==> src/vsl_regs.vh <==
// Constants for the access-support block: register map, fields, states
`ifndef VSL_REGS_VH
`define VSL_REGS_VH

// Register byte addresses
`define VSL_CTRL_ADDR   4'h0
`define VSL_STAT_ADDR   4'h4

// Control register fields
`define VSL_B_LATCH     0
`define VSL_B_MODE      1
`define VSL_B_PIPE      2
`define VSL_B_WDLY      3
`define VSL_BCFG_LO     4
`define VSL_BCFG_HI     6
`define VSL_GDLY_LO     7
`define VSL_GDLY_HI     8
`define VSL_B_DUAL      9
`define VSL_B_WAITEN    10
`define VSL_B_ACKEN     11
`define VSL_PRE_LO      12
`define VSL_PRE_HI      15
`define VSL_CTRL_RST    16'h2000

// Access sequencer states
`define VSL_S_IDLE      3'h0
`define VSL_S_PEND      3'h1
`define VSL_S_ROW       3'h2
`define VSL_S_WDLY      3'h3
`define VSL_S_COL       3'h4

// Grant latch delays in clock edges
`define VSL_GDLY_ONE    2'h1
`define VSL_GDLY_TWO    2'h2

// Strobe masks
`define VSL_ALL4        4'hf
`define VSL_LOW2        4'h3
`define VSL_HIGH2       4'hc
`define VSL_ONE         4'h1

`endif

==> src/vsl_access.v <==
// Access-support logic: address latches, pipelining, strobe selection
`timescale 1ns/1ps
`include "vsl_regs.vh"

// How it works
// - A control bit picks latched addresses or always-transparent latches.
// - Mode 0: latch strobe rise opens latches, its fall captures the address.
// - Mode 1: latches stay open until the start strobe asserts and captures.
// - After capture, column step increments the latched column address.
// - Column step at all-ones column wraps the column address to zero.
// - During refresh, column step means refresh extend; host avoids that case.
// - Dual port: ungranted port A captures one or two edges after grant drops.
// - Port B captures on its request if granted, else edges after grant rises.
// - Pipelining returns row address after column hold, allowing a new start.
// - Pipelining only for port A and excludes column stepping modes.
// - Pipelined mode 0: wait asserts when latch strobe and chip select assert.
// - Pipelined: acknowledge negates with request; mode 1 wait follows start strobe.
// - Same-bank precharge or refresh still holds off a pipelined access.
// - Write column delay holds column strobe to the second edge after row strobe.
// - Without write column delay, reads and writes strobe columns alike.
// - Column strobes stay negated while their column-extend enables are negated.
// - Three config bits with bank selects pick row and column strobes.
// - All-column configuration: each extend input enables a strobe pair.
// - Each row strobe has its own precharge counter.
// - Mode 0 starts the row strobe next edge; mode 1 starts it at once.
module vsl_access (
    input  wire        i_clock,
    input  wire        i_reset_n,
    input  wire        i_wb_cyc,
    input  wire        i_wb_stb,
    input  wire        i_wb_we,
    input  wire [3:0]  i_wb_adr,
    input  wire [3:0]  i_wb_sel,
    input  wire [31:0] i_wb_dat,
    output reg  [31:0] o_wb_dat,
    output reg         o_wb_ack,
    input  wire        i_ale,
    input  wire        i_access_start_strobe_n,
    input  wire        i_access_request_hold_n,
    input  wire        i_cs_n,
    input  wire [9:0]  i_row_addr,
    input  wire [9:0]  i_col_addr,
    input  wire [1:0]  i_bank_select_inputs,
    input  wire        i_column_step,
    input  wire        i_refresh_active_flag_n,
    input  wire        i_write_indicator_n,
    input  wire [1:0]  i_column_extend_enable_n,
    input  wire        i_second_port_request_n,
    input  wire        i_second_port_grant,
    output wire [3:0]  o_ras_n,
    output wire [3:0]  o_cas_n,
    output reg  [9:0]  o_mem_addr,
    output wire        o_wait,
    output reg         o_data_transfer_ack_n,
    output wire        o_refresh_extend
);

    localparam S_IDLE = `VSL_S_IDLE;
    localparam S_PEND = `VSL_S_PEND;
    localparam S_ROW  = `VSL_S_ROW;
    localparam S_WDLY = `VSL_S_WDLY;
    localparam S_COL  = `VSL_S_COL;

    reg  [15:0] ctrl;
    reg  [2:0]  st;
    reg  [2:0]  next_st;
    reg  [3:0]  cur_ras;
    reg  [3:0]  cur_cas;
    reg  [3:0]  old_ras;
    reg  [3:0]  old_cas;
    reg  [3:0]  ras_prev;
    reg         hold_ok;
    reg         pend;
    reg         ale_q;
    reg         ads_q;
    reg         access_request_hold_q;
    reg         reqb_q;
    reg         grant_q;
    reg         open;
    reg         next_open;
    reg         cap;
    reg  [9:0]  row_l;
    reg  [9:0]  col_l;
    reg  [1:0]  bank_l;
    reg         a_pend;
    reg         next_apend;
    reg  [1:0]  gcnt;
    reg  [1:0]  next_gcnt;
    reg  [3:0]  nm;

    // Control fields
    wire       lm      = ctrl[`VSL_B_LATCH];
    wire       mode1   = ctrl[`VSL_B_MODE];
    wire       wdly    = ctrl[`VSL_B_WDLY];
    wire [2:0] bcfg    = ctrl[`VSL_BCFG_HI:`VSL_BCFG_LO];
    wire [1:0] gdly    = ctrl[`VSL_GDLY_HI:`VSL_GDLY_LO];
    wire       dual    = ctrl[`VSL_B_DUAL];
    wire       wait_en = ctrl[`VSL_B_WAITEN];
    wire       ack_en  = ctrl[`VSL_B_ACKEN];
    wire [3:0] pre     = ctrl[`VSL_PRE_HI:`VSL_PRE_LO];

    // Pipelining is a port A feature only
    wire pipe = ctrl[`VSL_B_PIPE] & ~(dual & i_second_port_grant);

    // Input edges, inputs are synchronous
    wire ale_rise   = i_ale & ~ale_q;
    wire ale_fall   = ~i_ale & ale_q;
    wire ads_fall   = ~i_access_start_strobe_n & ads_q;
    wire access_request_hold_rise  = i_access_request_hold_n & ~access_request_hold_q;
    wire reqb_fall  = ~i_second_port_request_n & reqb_q;
    wire grant_rise = i_second_port_grant & ~grant_q;
    wire grant_fall = ~i_second_port_grant & grant_q;
    wire a_req_ev   = ~i_cs_n & (mode1 ? ads_fall : ale_rise);
    wire [1:0] gload = (gdly != 2'h0) ? `VSL_GDLY_TWO : `VSL_GDLY_ONE;

    // Address seen by the strobes: latched or falling through
    wire       held   = lm & ~open;
    wire [9:0] a_row  = held ? row_l : i_row_addr;
    wire [9:0] a_col  = held ? col_l : i_col_addr;
    wire [1:0] a_bank = held ? bank_l : i_bank_select_inputs;

    wire refresh = ~i_refresh_active_flag_n;
    wire step    = held & i_column_step & ~refresh & ~pipe;

    // Column step during refresh is a refresh extension
    assign o_refresh_extend = i_column_step & refresh;

    // Latch control decisions
    always @* begin
        cap = 1'b0;
        next_open = open;
        next_apend = a_pend;
        next_gcnt = (gcnt != 2'h0) ? gcnt - 2'h1 : 2'h0;
        if (!lm) begin
            next_open = 1'b1;
            next_apend = 1'b0;
            next_gcnt = 2'h0;
        end else if (dual && (i_second_port_grant || a_pend || gcnt != 2'h0)) begin
            if (gcnt == `VSL_GDLY_ONE) begin
                cap = 1'b1;
                next_open = 1'b0;
            end
            if (grant_rise) begin
                next_gcnt = gload;
            end
            if (i_second_port_grant && !grant_rise && reqb_fall) begin
                cap = 1'b1;
                next_open = 1'b0;
            end
            if (i_second_port_grant && a_req_ev) begin
                next_apend = 1'b1;
            end
            if (grant_fall && a_pend) begin
                next_gcnt = gload;
                next_apend = 1'b0;
            end
        end else if (!mode1) begin
            if (ale_rise) begin
                next_open = 1'b1;
            end else if (ale_fall) begin
                cap = 1'b1;
                next_open = 1'b0;
            end
        end else begin
            if (ads_fall) begin
                cap = 1'b1;
                next_open = 1'b0;
            end else if (access_request_hold_rise) begin
                next_open = 1'b1;
            end
        end
    end

    // Address latches and column counter
    always @(posedge i_clock) begin
        if (!i_reset_n) begin
            open <= 1'b1;
            row_l <= 10'h000;
            col_l <= 10'h000;
            bank_l <= 2'h0;
            a_pend <= 1'b0;
            gcnt <= 2'h0;
        end else begin
            open <= next_open;
            a_pend <= next_apend;
            gcnt <= next_gcnt;
            if (cap) begin
                row_l <= i_row_addr;
                col_l <= i_col_addr;
                bank_l <= i_bank_select_inputs;
            end else if (step) begin
                col_l <= col_l + 10'h001;
            end
        end
    end

    // Row strobe selection from configuration and bank
    always @* begin
        case (bcfg[1:0])
            2'h0: nm = `VSL_ALL4;
            2'h1: nm = a_bank[0] ? `VSL_HIGH2 : `VSL_LOW2;
            default: nm = `VSL_ONE << a_bank;
        endcase
    end

    // Column strobes: all with byte pairs, or follow row strobes
    wire [3:0] ncm = bcfg[2] ? `VSL_ALL4 : nm;
    wire [3:0] column_extend_enable_en = {{2{~i_column_extend_enable_n[1]}},
                          {2{~i_column_extend_enable_n[0]}}};

    // Per-line precharge counters
    wire [3:0] ras_on = cur_ras | old_ras;
    wire [3:0] busy;
    genvar gi;
    generate
        for (gi = 0; gi < 4; gi = gi + 1) begin : g_pre
            reg [3:0] cnt;
            always @(posedge i_clock) begin
                if (!i_reset_n) begin
                    cnt <= 4'h0;
                end else if (ras_prev[gi] && !ras_on[gi]) begin
                    cnt <= pre;
                end else if (cnt != 4'h0) begin
                    cnt <= cnt - 4'h1;
                end
            end
            assign busy[gi] = (cnt != 4'h0) | (ras_prev[gi] & ~ras_on[gi]);
        end
    endgenerate

    // Start conditions
    wire start_ev = mode1 ? a_req_ev : 1'b0;
    wire slot_ok  = (st == S_IDLE) | (st == S_PEND) |
                    ((st == S_COL) & pipe & hold_ok & (old_ras == 4'h0));
    wire go = (pend | start_ev) & slot_ok & ~refresh & ~access_request_hold_rise &
              ((nm & (busy | ras_on)) == 4'h0);
    wire cas_due = ~(wdly & ~i_write_indicator_n);

    // Sequencer next state
    always @* begin
        next_st = st;
        case (st)
            S_IDLE: next_st = go ? S_ROW : (start_ev ? S_PEND : S_IDLE);
            S_PEND: next_st = go ? S_ROW : S_PEND;
            S_ROW: next_st = cas_due ? S_COL : S_WDLY;
            S_WDLY: next_st = S_COL;
            S_COL: next_st = go ? S_ROW : S_COL;
            default: next_st = S_IDLE;
        endcase
        if (access_request_hold_rise && old_ras == 4'h0 && st != S_IDLE && st != S_PEND) begin
            next_st = S_IDLE;
        end
    end

    // Sequencer registers and strobe masks
    always @(posedge i_clock) begin
        if (!i_reset_n) begin
            st <= S_IDLE;
            cur_ras <= 4'h0;
            cur_cas <= 4'h0;
            old_ras <= 4'h0;
            old_cas <= 4'h0;
            ras_prev <= 4'h0;
            hold_ok <= 1'b0;
            pend <= 1'b0;
            ale_q <= 1'b0;
            ads_q <= 1'b1;
            access_request_hold_q <= 1'b1;
            reqb_q <= 1'b1;
            grant_q <= 1'b0;
        end else begin
            ale_q <= i_ale;
            ads_q <= i_access_start_strobe_n;
            access_request_hold_q <= i_access_request_hold_n;
            reqb_q <= i_second_port_request_n;
            grant_q <= i_second_port_grant;
            ras_prev <= ras_on;
            st <= next_st;
            if (go) begin
                pend <= 1'b0;
            end else if (a_req_ev) begin
                pend <= 1'b1;
            end
            hold_ok <= (st == S_COL) & ~go;
            if (access_request_hold_rise && old_ras != 4'h0) begin
                old_ras <= 4'h0;
                old_cas <= 4'h0;
            end else if (go && st == S_COL) begin
                old_ras <= cur_ras;
                old_cas <= cur_cas;
            end
            if (go) begin
                cur_ras <= nm;
                cur_cas <= ncm;
            end else if (next_st == S_IDLE) begin
                cur_ras <= 4'h0;
                cur_cas <= 4'h0;
            end
        end
    end

    // Strobe outputs; extend enables gate the column strobes
    assign o_ras_n = ~ras_on;
    assign o_cas_n = ~((old_cas | (cur_cas & {4{st == S_COL}})) & column_extend_enable_en);

    // Wait: open access before its column strobe, or pipelined new start
    assign o_wait = wait_en & ((st == S_PEND) | (st == S_ROW) | (st == S_WDLY) |
                    (pipe & ~i_cs_n & (mode1 ? ~i_access_start_strobe_n : i_ale)));

    // Memory address and acknowledge registers
    always @(posedge i_clock) begin
        if (!i_reset_n) begin
            o_mem_addr <= 10'h000;
            o_data_transfer_ack_n <= 1'b1;
        end else begin
            if (st == S_ROW || st == S_WDLY || (st == S_COL && !(pipe && hold_ok))) begin
                o_mem_addr <= a_col;
            end else begin
                o_mem_addr <= a_row;
            end
            if (access_request_hold_rise) begin
                o_data_transfer_ack_n <= 1'b1;
            end else if (ack_en && next_st == S_COL && st != S_COL) begin
                o_data_transfer_ack_n <= 1'b0;
            end
        end
    end

    // Wishbone slave, one wait-free answer per request
    wire wb_hit = i_wb_cyc & i_wb_stb & ~o_wb_ack;
    wire [31:0] stat = {8'h00, st, open, bank_l, cur_ras, old_ras, col_l};
    always @(posedge i_clock) begin
        if (!i_reset_n) begin
            ctrl <= `VSL_CTRL_RST;
            o_wb_ack <= 1'b0;
            o_wb_dat <= 32'h00000000;
        end else begin
            o_wb_ack <= wb_hit;
            if (wb_hit && i_wb_we && i_wb_adr == `VSL_CTRL_ADDR) begin
                if (i_wb_sel[0]) ctrl[7:0] <= i_wb_dat[7:0];
                if (i_wb_sel[1]) ctrl[15:8] <= i_wb_dat[15:8];
            end
            if (wb_hit && !i_wb_we) begin
                case (i_wb_adr)
                    `VSL_CTRL_ADDR: o_wb_dat <= {16'h0000, ctrl};
                    `VSL_STAT_ADDR: o_wb_dat <= stat;
                    default: o_wb_dat <= 32'h00000000;
                endcase
            end
        end
    end

endmodule

==> config.mk <==
export PLATFORM = sky130hd
export DESIGN_NAME = vsl_access
export DESIGN_NICKNAME = d
export VERILOG_FILES = /design/src/vsl_access.v
export VERILOG_INCLUDE_DIRS = /design/src /design/src/src
export SDC_FILE = /design/constraint.sdc
export NUM_CORES = 1
export LEC_CHECK = 0
export ABC_AREA = 1
export BUFFER_PORTS_ARGS = -buffer_cell sky130_fd_sc_hd__buf_2
export CAP_MARGIN = 20
export CORE_MARGIN = 10
export CORE_UTILIZATION = 54
export CTS_CLUSTER_DIAMETER = 50
export DETAILED_ROUTE_END_ITERATION = 7
export PLACE_DENSITY = 0.8
export SYNTH_ARGS = -nofsm -noshare
export SYNTH_HDL_FRONTEND = slang
export SYNTH_SLANG_ARGS = --single-unit
export TNS_END_PERCENT = 100
==> constraint.sdc <==
create_clock -name i_clock -period 2.39 [get_ports i_clock]
set_input_delay 0 -clock i_clock [delete_from_list [all_inputs] [get_ports i_clock]]
set_output_delay 0 -clock i_clock [all_outputs]
set_load 0.01 [all_outputs]
**Word-level counts from Yosys, hierarchy flattened**

Cells that the tools add are included.
Widths: inputs -> output; s select.

- Mux-type cells: 54
- Reduce and logical (&&, ||, !) cells: 62
- Bitwise operators: 74
- Equal/unequal tests: 12
- Shifts and indexed selects: 1
- $add $sub $neg: 6

Operator list:

| kind | count |
|---|---|
| $mux 4 | 13 |
| $mux 10 | 5 |
| $pmux 24 s2 | 1 |
| $and 1x1->1 | 33 |
| $reduce_bool 4->1 | 6 |
| $not 1->1 | 23 |
| $mux 1 | 22 |
| $logic_and 1x1->1 | 21 |
| $reduce_bool 2->1 | 9 |
| $mux 2 | 8 |
| $sub 4x1->4 const B | 4 |
| $pmux 3 s5 | 1 |
| $and 4x4->4 | 3 |
| $logic_not 4->1 | 3 |
| $or 4x4->4 | 3 |
| $add 10x1->10 const B | 1 |
| $or 1x1->1 | 10 |
| $mux 3 | 3 |
| $not 4->4 | 2 |
| $pmux 4 s2 | 1 |
| $reduce_and 2->1 | 4 |
| $logic_not 1->1 | 7 |
| $eq 3x2->1 const B | 2 |
| $eq 3x3->1 const B | 2 |
| other kinds (14) | 22 |

- Logic and storage cells: 238
- Bits in registers: 132
- Input port bits: 78

**Longest topological paths before layout**

- Depth after elaboration: 17
- Gate-level depth with buffers: 15

**Least setup slack after synthesis**

Ideal clock, no wire load.

- Path type: register -> register
- From: reg g_pre[0].cnt[0]
- To: reg cur_cas[0]
- Data required time: 2.258 ns
- Stages on the path, launching flop included: 14
- Arrival time: 1.655 ns
- Setup time: 0.132 ns
- Setup slack: 0.603 ns
- Cell sequence: dfxtp_1 -> inv_1 -> ha_1 -> nand3_1 -> nor2_1 -> nand2_1 -> nand2_2 -> nand3_4 -> o21ai_1 -> nand2_1 -> nand2_1 -> nand3_4 -> nand3_1 -> a21oi_1

- Word-level cells in the longest chain between the ends: 11

RTL lines:

| what | line | source |
|---|---|---|
| start: declaration | vsl_access.v:217 | `reg [3:0] cnt;` |
| start signal: assignment | vsl_access.v:222 | `cnt <= pre;` |
| start signal: assignment | vsl_access.v:224 | `cnt <= cnt - 4'h1;` |
| $reduce_bool 4->1 (*) | vsl_access.v:227 | `assign busy[gi] = (cnt != 4'h0) \| (ras_prev[gi] & ~ras_on[gi]);` |
| $or 1x1->1 (*) | vsl_access.v:227 |  |
| $or 4x4->4 (*) | vsl_access.v:236 | `((nm & (busy \| ras_on)) == 4'h0);` |
| $and 4x4->4 (*) | vsl_access.v:236 |  |
| $logic_not 4->1 (*) | vsl_access.v:236 |  |
| $and 1x1->1 (*) | vsl_access.v:235 | `wire go = (pend \| start_ev) & slot_ok & ~refresh & ~access_request_hold_rise &` |
| $mux 2, or another cell as far along | vsl_access.v:244 | `S_PEND: next_st = go ? S_ROW : S_PEND;` |
| $pmux 3 s5 | vsl_access.v:242 | `case (st)` |
| $mux 3 | vsl_access.v:250 | `if (access_request_hold_rise && old_ras == 4'h0 && st != S_IDLE && st != S_PEND) begin` |
| $logic_not 3->1 | vsl_access.v:295 | `end else if (next_st == S_IDLE) begin` |
| $reduce_bool 2->1 (no source line) | - |  |
| end signal: assignment | vsl_access.v:294 | `cur_cas <= ncm;` |
| end: declaration | vsl_access.v:68 | `reg [3:0] cur_cas;` |

Mark *: on every way between the ends. The rest lies on a longest branch, timed or not.
A chain may end at the register's enable or synchronous reset.

**Worst setup path in the final report**

- From: in i_wb_stb
- To: reg ctrl[9]

- Word-level cells in the longest chain between the ends: 5

RTL lines:

| what | line | source |
|---|---|---|
| start: declaration | vsl_access.v:30 | `input wire i_wb_stb,` |
| $and 1x1->1 (2 in a row) | vsl_access.v:330 | `wire wb_hit = i_wb_cyc & i_wb_stb & ~o_wb_ack;` |
| $logic_and 1x1->1 | vsl_access.v:339 | `` if (wb_hit && i_wb_we && i_wb_adr == `VSL_CTRL_ADDR) begin `` |
| $logic_and 1x1->1 (no source line) | - |  |
| $reduce_and 2->1 (no source line) | - |  |
| end signal: assignment | vsl_access.v:334 | `` ctrl <= `VSL_CTRL_RST; `` |
| end signal: assignment | vsl_access.v:341 | `if (i_wb_sel[1]) ctrl[15:8] <= i_wb_dat[15:8];` |
| end: declaration | vsl_access.v:64 | `reg [15:0] ctrl;` |

Every way passes these cells.

==> impl_metrics.yaml <==
floorplanning:
  start_util_pct: 54.6
  num_rows: 38
  dieArea_mm2: 0.0154
  die_y_um: 124
  ios: 132
  core-area_mm2: 0.0107
  die_w_um: 124
logic_synthesis:
  synth-async-reset-ratio_pct: 0
  syn_inst: 799
  syn-cell-area_mm2: 0.00587
  synth_edf_count: 0
  synth_top_cells_by_area: "dfxtp_1 (42%), nand2_1 (8.2%), nor2_1 (7.2%), inv_1 (6.0%), o21ai_0 (5.7%)"
  synth.most_common_cell: "nand2_1"
  synth_top_cell_by_area: "dfxtp_1"
  synth_cell_types: 45
  ys_ff_latch: 124
  yosysWarnings: 0
  synth_top_cell_area_share_pct: 42.3
  yosysSeqAreaShare_pct: 42.3
  yosys-top-cells-count: "nand2_1 (128), dfxtp_1 (124), nor2_1 (113)"
  synth_flop_cell: "dfxtp_1"
  synth.avg_cell_area_um2: 7.35
sta:
  final-setup-viol-count: 0
  fin_tns_setup_ns: 0
  clock_skew_ns: 0.00910
  worst_pin_slew_ns: 0.689
  final_max_slew_viol_count: 0
  hold_viol: 0
  fmax_ghz: 0.449
  fin_crit_ns: 2.23
  rsz0062_at_grt: "no"
  max_slew_margin_pct: 54.0
  worst_slack_ns: 0.161
  period_share_pct: 93.3
global_routing:
  grt_max_degree: 51
  overflow: 0
  track_usage_pct: 21.1
  antenna_found_initial: 0
  grt_pass1_vias: 5688
  grt_pass1_wl_um: 27500
setup_path:
  startpoint_type: "input port"
  max_stage_delay_ns: 0.57
  cp_top_family: "buffers and inverters"
  worstReg2RegStart: "g_pre[3].cnt[1]$_SDFFE_PN0P_"
  cp_common_cell: "dlygate4sd3_1"
  worst-path-buf-inv: 4
  worstPathRequired_ns: 2.80
  cp.arrival_ns: 2.63
  end_kind: "flop"
  crit_fanout: 11
  crit_slowest_cell: "dlygate4sd3_1"
  crit_type: "input port to flop"
  crit_start: "i_wb_stb"
  cp_cell_sequence: "dlygate4sd3_1, buf_2, nand2_1, dlygate4sd3_1, nor2_1, nand2_1, nor2_1, nand2_2, o21ai_0, a21oi_1, dlygate4sd3_1"
drt:
  totalWireLength_um: 17400
  wl_per_cell_um: 15.6
  ant_nets: 0
  drt_iter0_drc: 445
  vias: 5868
  avgViaCountPerCell: 5.28
  drc_errors: 0
  firstDrtPassIters: 8
clocking:
  cts-htree-levels: 4
  path_clk_slew_ns: 0.06
  numCtsBuffers: 17
  clk_latency_ns: 0.52
  clock_path_buffers: 2
  cts_tree: "done"
  clockRootBuffer: "clkbuf_8"
  clock-sinks: 124
finish:
  ff_latch_area_mm2: 0.00248
  syn2layout_area_growth_pct: 30.4
  nets: 1045
  multi_input_area_mm2: 0.00285
  finish.instance_area_mm2: 0.00765
  fillers: 849
  final_util_pct: 71.2
  diodes: 0
  drive_gt1_share_pct: 19.8
place:
  pre_cts_slack_ns: 0.331
  postPlaceCellArea_mm2: 0.00651
  place_hpwl_um: 11400
  numPortBuffers: 105
  gp_congestion: 0.871
power_and_ir_drop:
  power_density_mw_per_mm2: 809
  p_leak_nw: 3.30
  irDropWorstVdd_mv: 0.544
outcome:
  outcome: "finished clean"
hold_path:
  hp-start: "i_reset_n"
  hp-class: "input port to flop"
job:
  drv_cap: 0
==> cell type report <==
cell class	instances	share of cell area (%)
timing repair buffer	170	14.9
tap	140	2.29
sequential	124	32.4
clock inverter	12	2.11
inverter	102	5.02
multi-input combinational	543	37.3
clock buffer	20	5.95
==> state kept, by name, indices dropped and copies added (netlist names), 3 cells and up <==
signal      flops
cur_ras         4
cur_cas         4
ras_prev        4
col_l          10
ctrl           16
o_mem_addr     10
old_ras         4
row_l          10
g_pre.cnt      16
old_cas         4
st              3
o_wb_dat       24
==> through the flow <==
stage          std cells  hold slack, ns  total power [mW]
4_1_cts             1108          0.0169              6.16
3_5_place_dp        1026           0.194              3.47
5_1_grt             1111          0.0377              6.46
2_1_floorplan        806          0.0475              3.22
3_3_place_gp        1026           0.190              3.44
6_report            1111          0.0271              6.19
==> what timing repair did <==
action	in CTS	in global routing
buffers inserted	0	2
hold buffers	50	1
gates resized for setup	0	1
setup endpoints to repair	0	4
hold endpoints to repair	58	2
==> path summary, 6_finish.rpt <==
path                                             endpoint  slack, ns  cells past startpoint
worst max-delay path                 ctrl[9]$_SDFFE_PN0P_       0.16                     11
worst min-delay path            o_wb_dat[16]$_SDFFE_PN0P_       0.03                      3
worst max register to register    old_cas[2]$_SDFFE_PP0P_       0.29                     14
worst min register to register      row_l[9]$_SDFFE_PN0P_       0.45                      2
==> cells by family after synthesis <==
family	share of synthesized area, %
AOI/OAI and AO/OA	18.6
xor gates and xnor gates	2.83
adders and majority gates	1.92
buffers and inverters	9.65
DFF	42.3
muxes	0.384
other	0.0639
and+or+nand+nor	24.2
==> where the power goes <==
part / total [mW] / switching [mW] / leakage (nW) / internal (mW)
Sequential: 2.32 / 0.101 / 1.01 / 2.22
Clock: 2.65 / 0.974 / 0.282 / 1.68
Combinational: 1.22 / 0.700 / 2.01 / 0.519
Total: 6.19 / 1.78 / 3.30 / 4.42
==> worst min-delay path, delay by kind of cell <==
kind,cells,cell delay (ns)
simple gates,1,0.17
buf+inv,2,0.34
==> per-layer routing <==
layer  track usage (%)  part of all wire (%)  vias up
met5                 0                     0        -
met4              7.68                   2.0        0
met3              5.32                   6.7       37
met2              37.7                    52      198
met1              23.6                    40     2698
li1                  -                     -     2935
==> layout by cell type (no fill, tap or decap), types with 4 or more instances in the layout <==
| cell type | n |
|---|---|
| a211oi_1 | 9 |
| a21oi_1 | 59 |
| a221oi_1 | 11 |
| a22oi_1 | 9 |
| a31oi_1 | 10 |
| buf_2 | 105 |
| buf_4 | 14 |
| clkbuf_16 | 16 |
| clkbuf_8 | 4 |
| clkinvlp_4 | 6 |
| conb_1 | 8 |
| dfxtp_1 | 124 |
| dlygate4sd3_1 | 51 |
| ha_1 | 9 |
| inv_1 | 93 |
| inv_2 | 8 |
| nand2_1 | 127 |
| nand2_2 | 12 |
| nand3_1 | 34 |
| nor2_1 | 113 |
| nor2_4 | 4 |
| nor3_1 | 11 |
| o211ai_1 | 9 |
| o21ai_0 | 67 |
| xor2_1 | 16 |
Note: power is estimated with default switching activity, not from simulation.
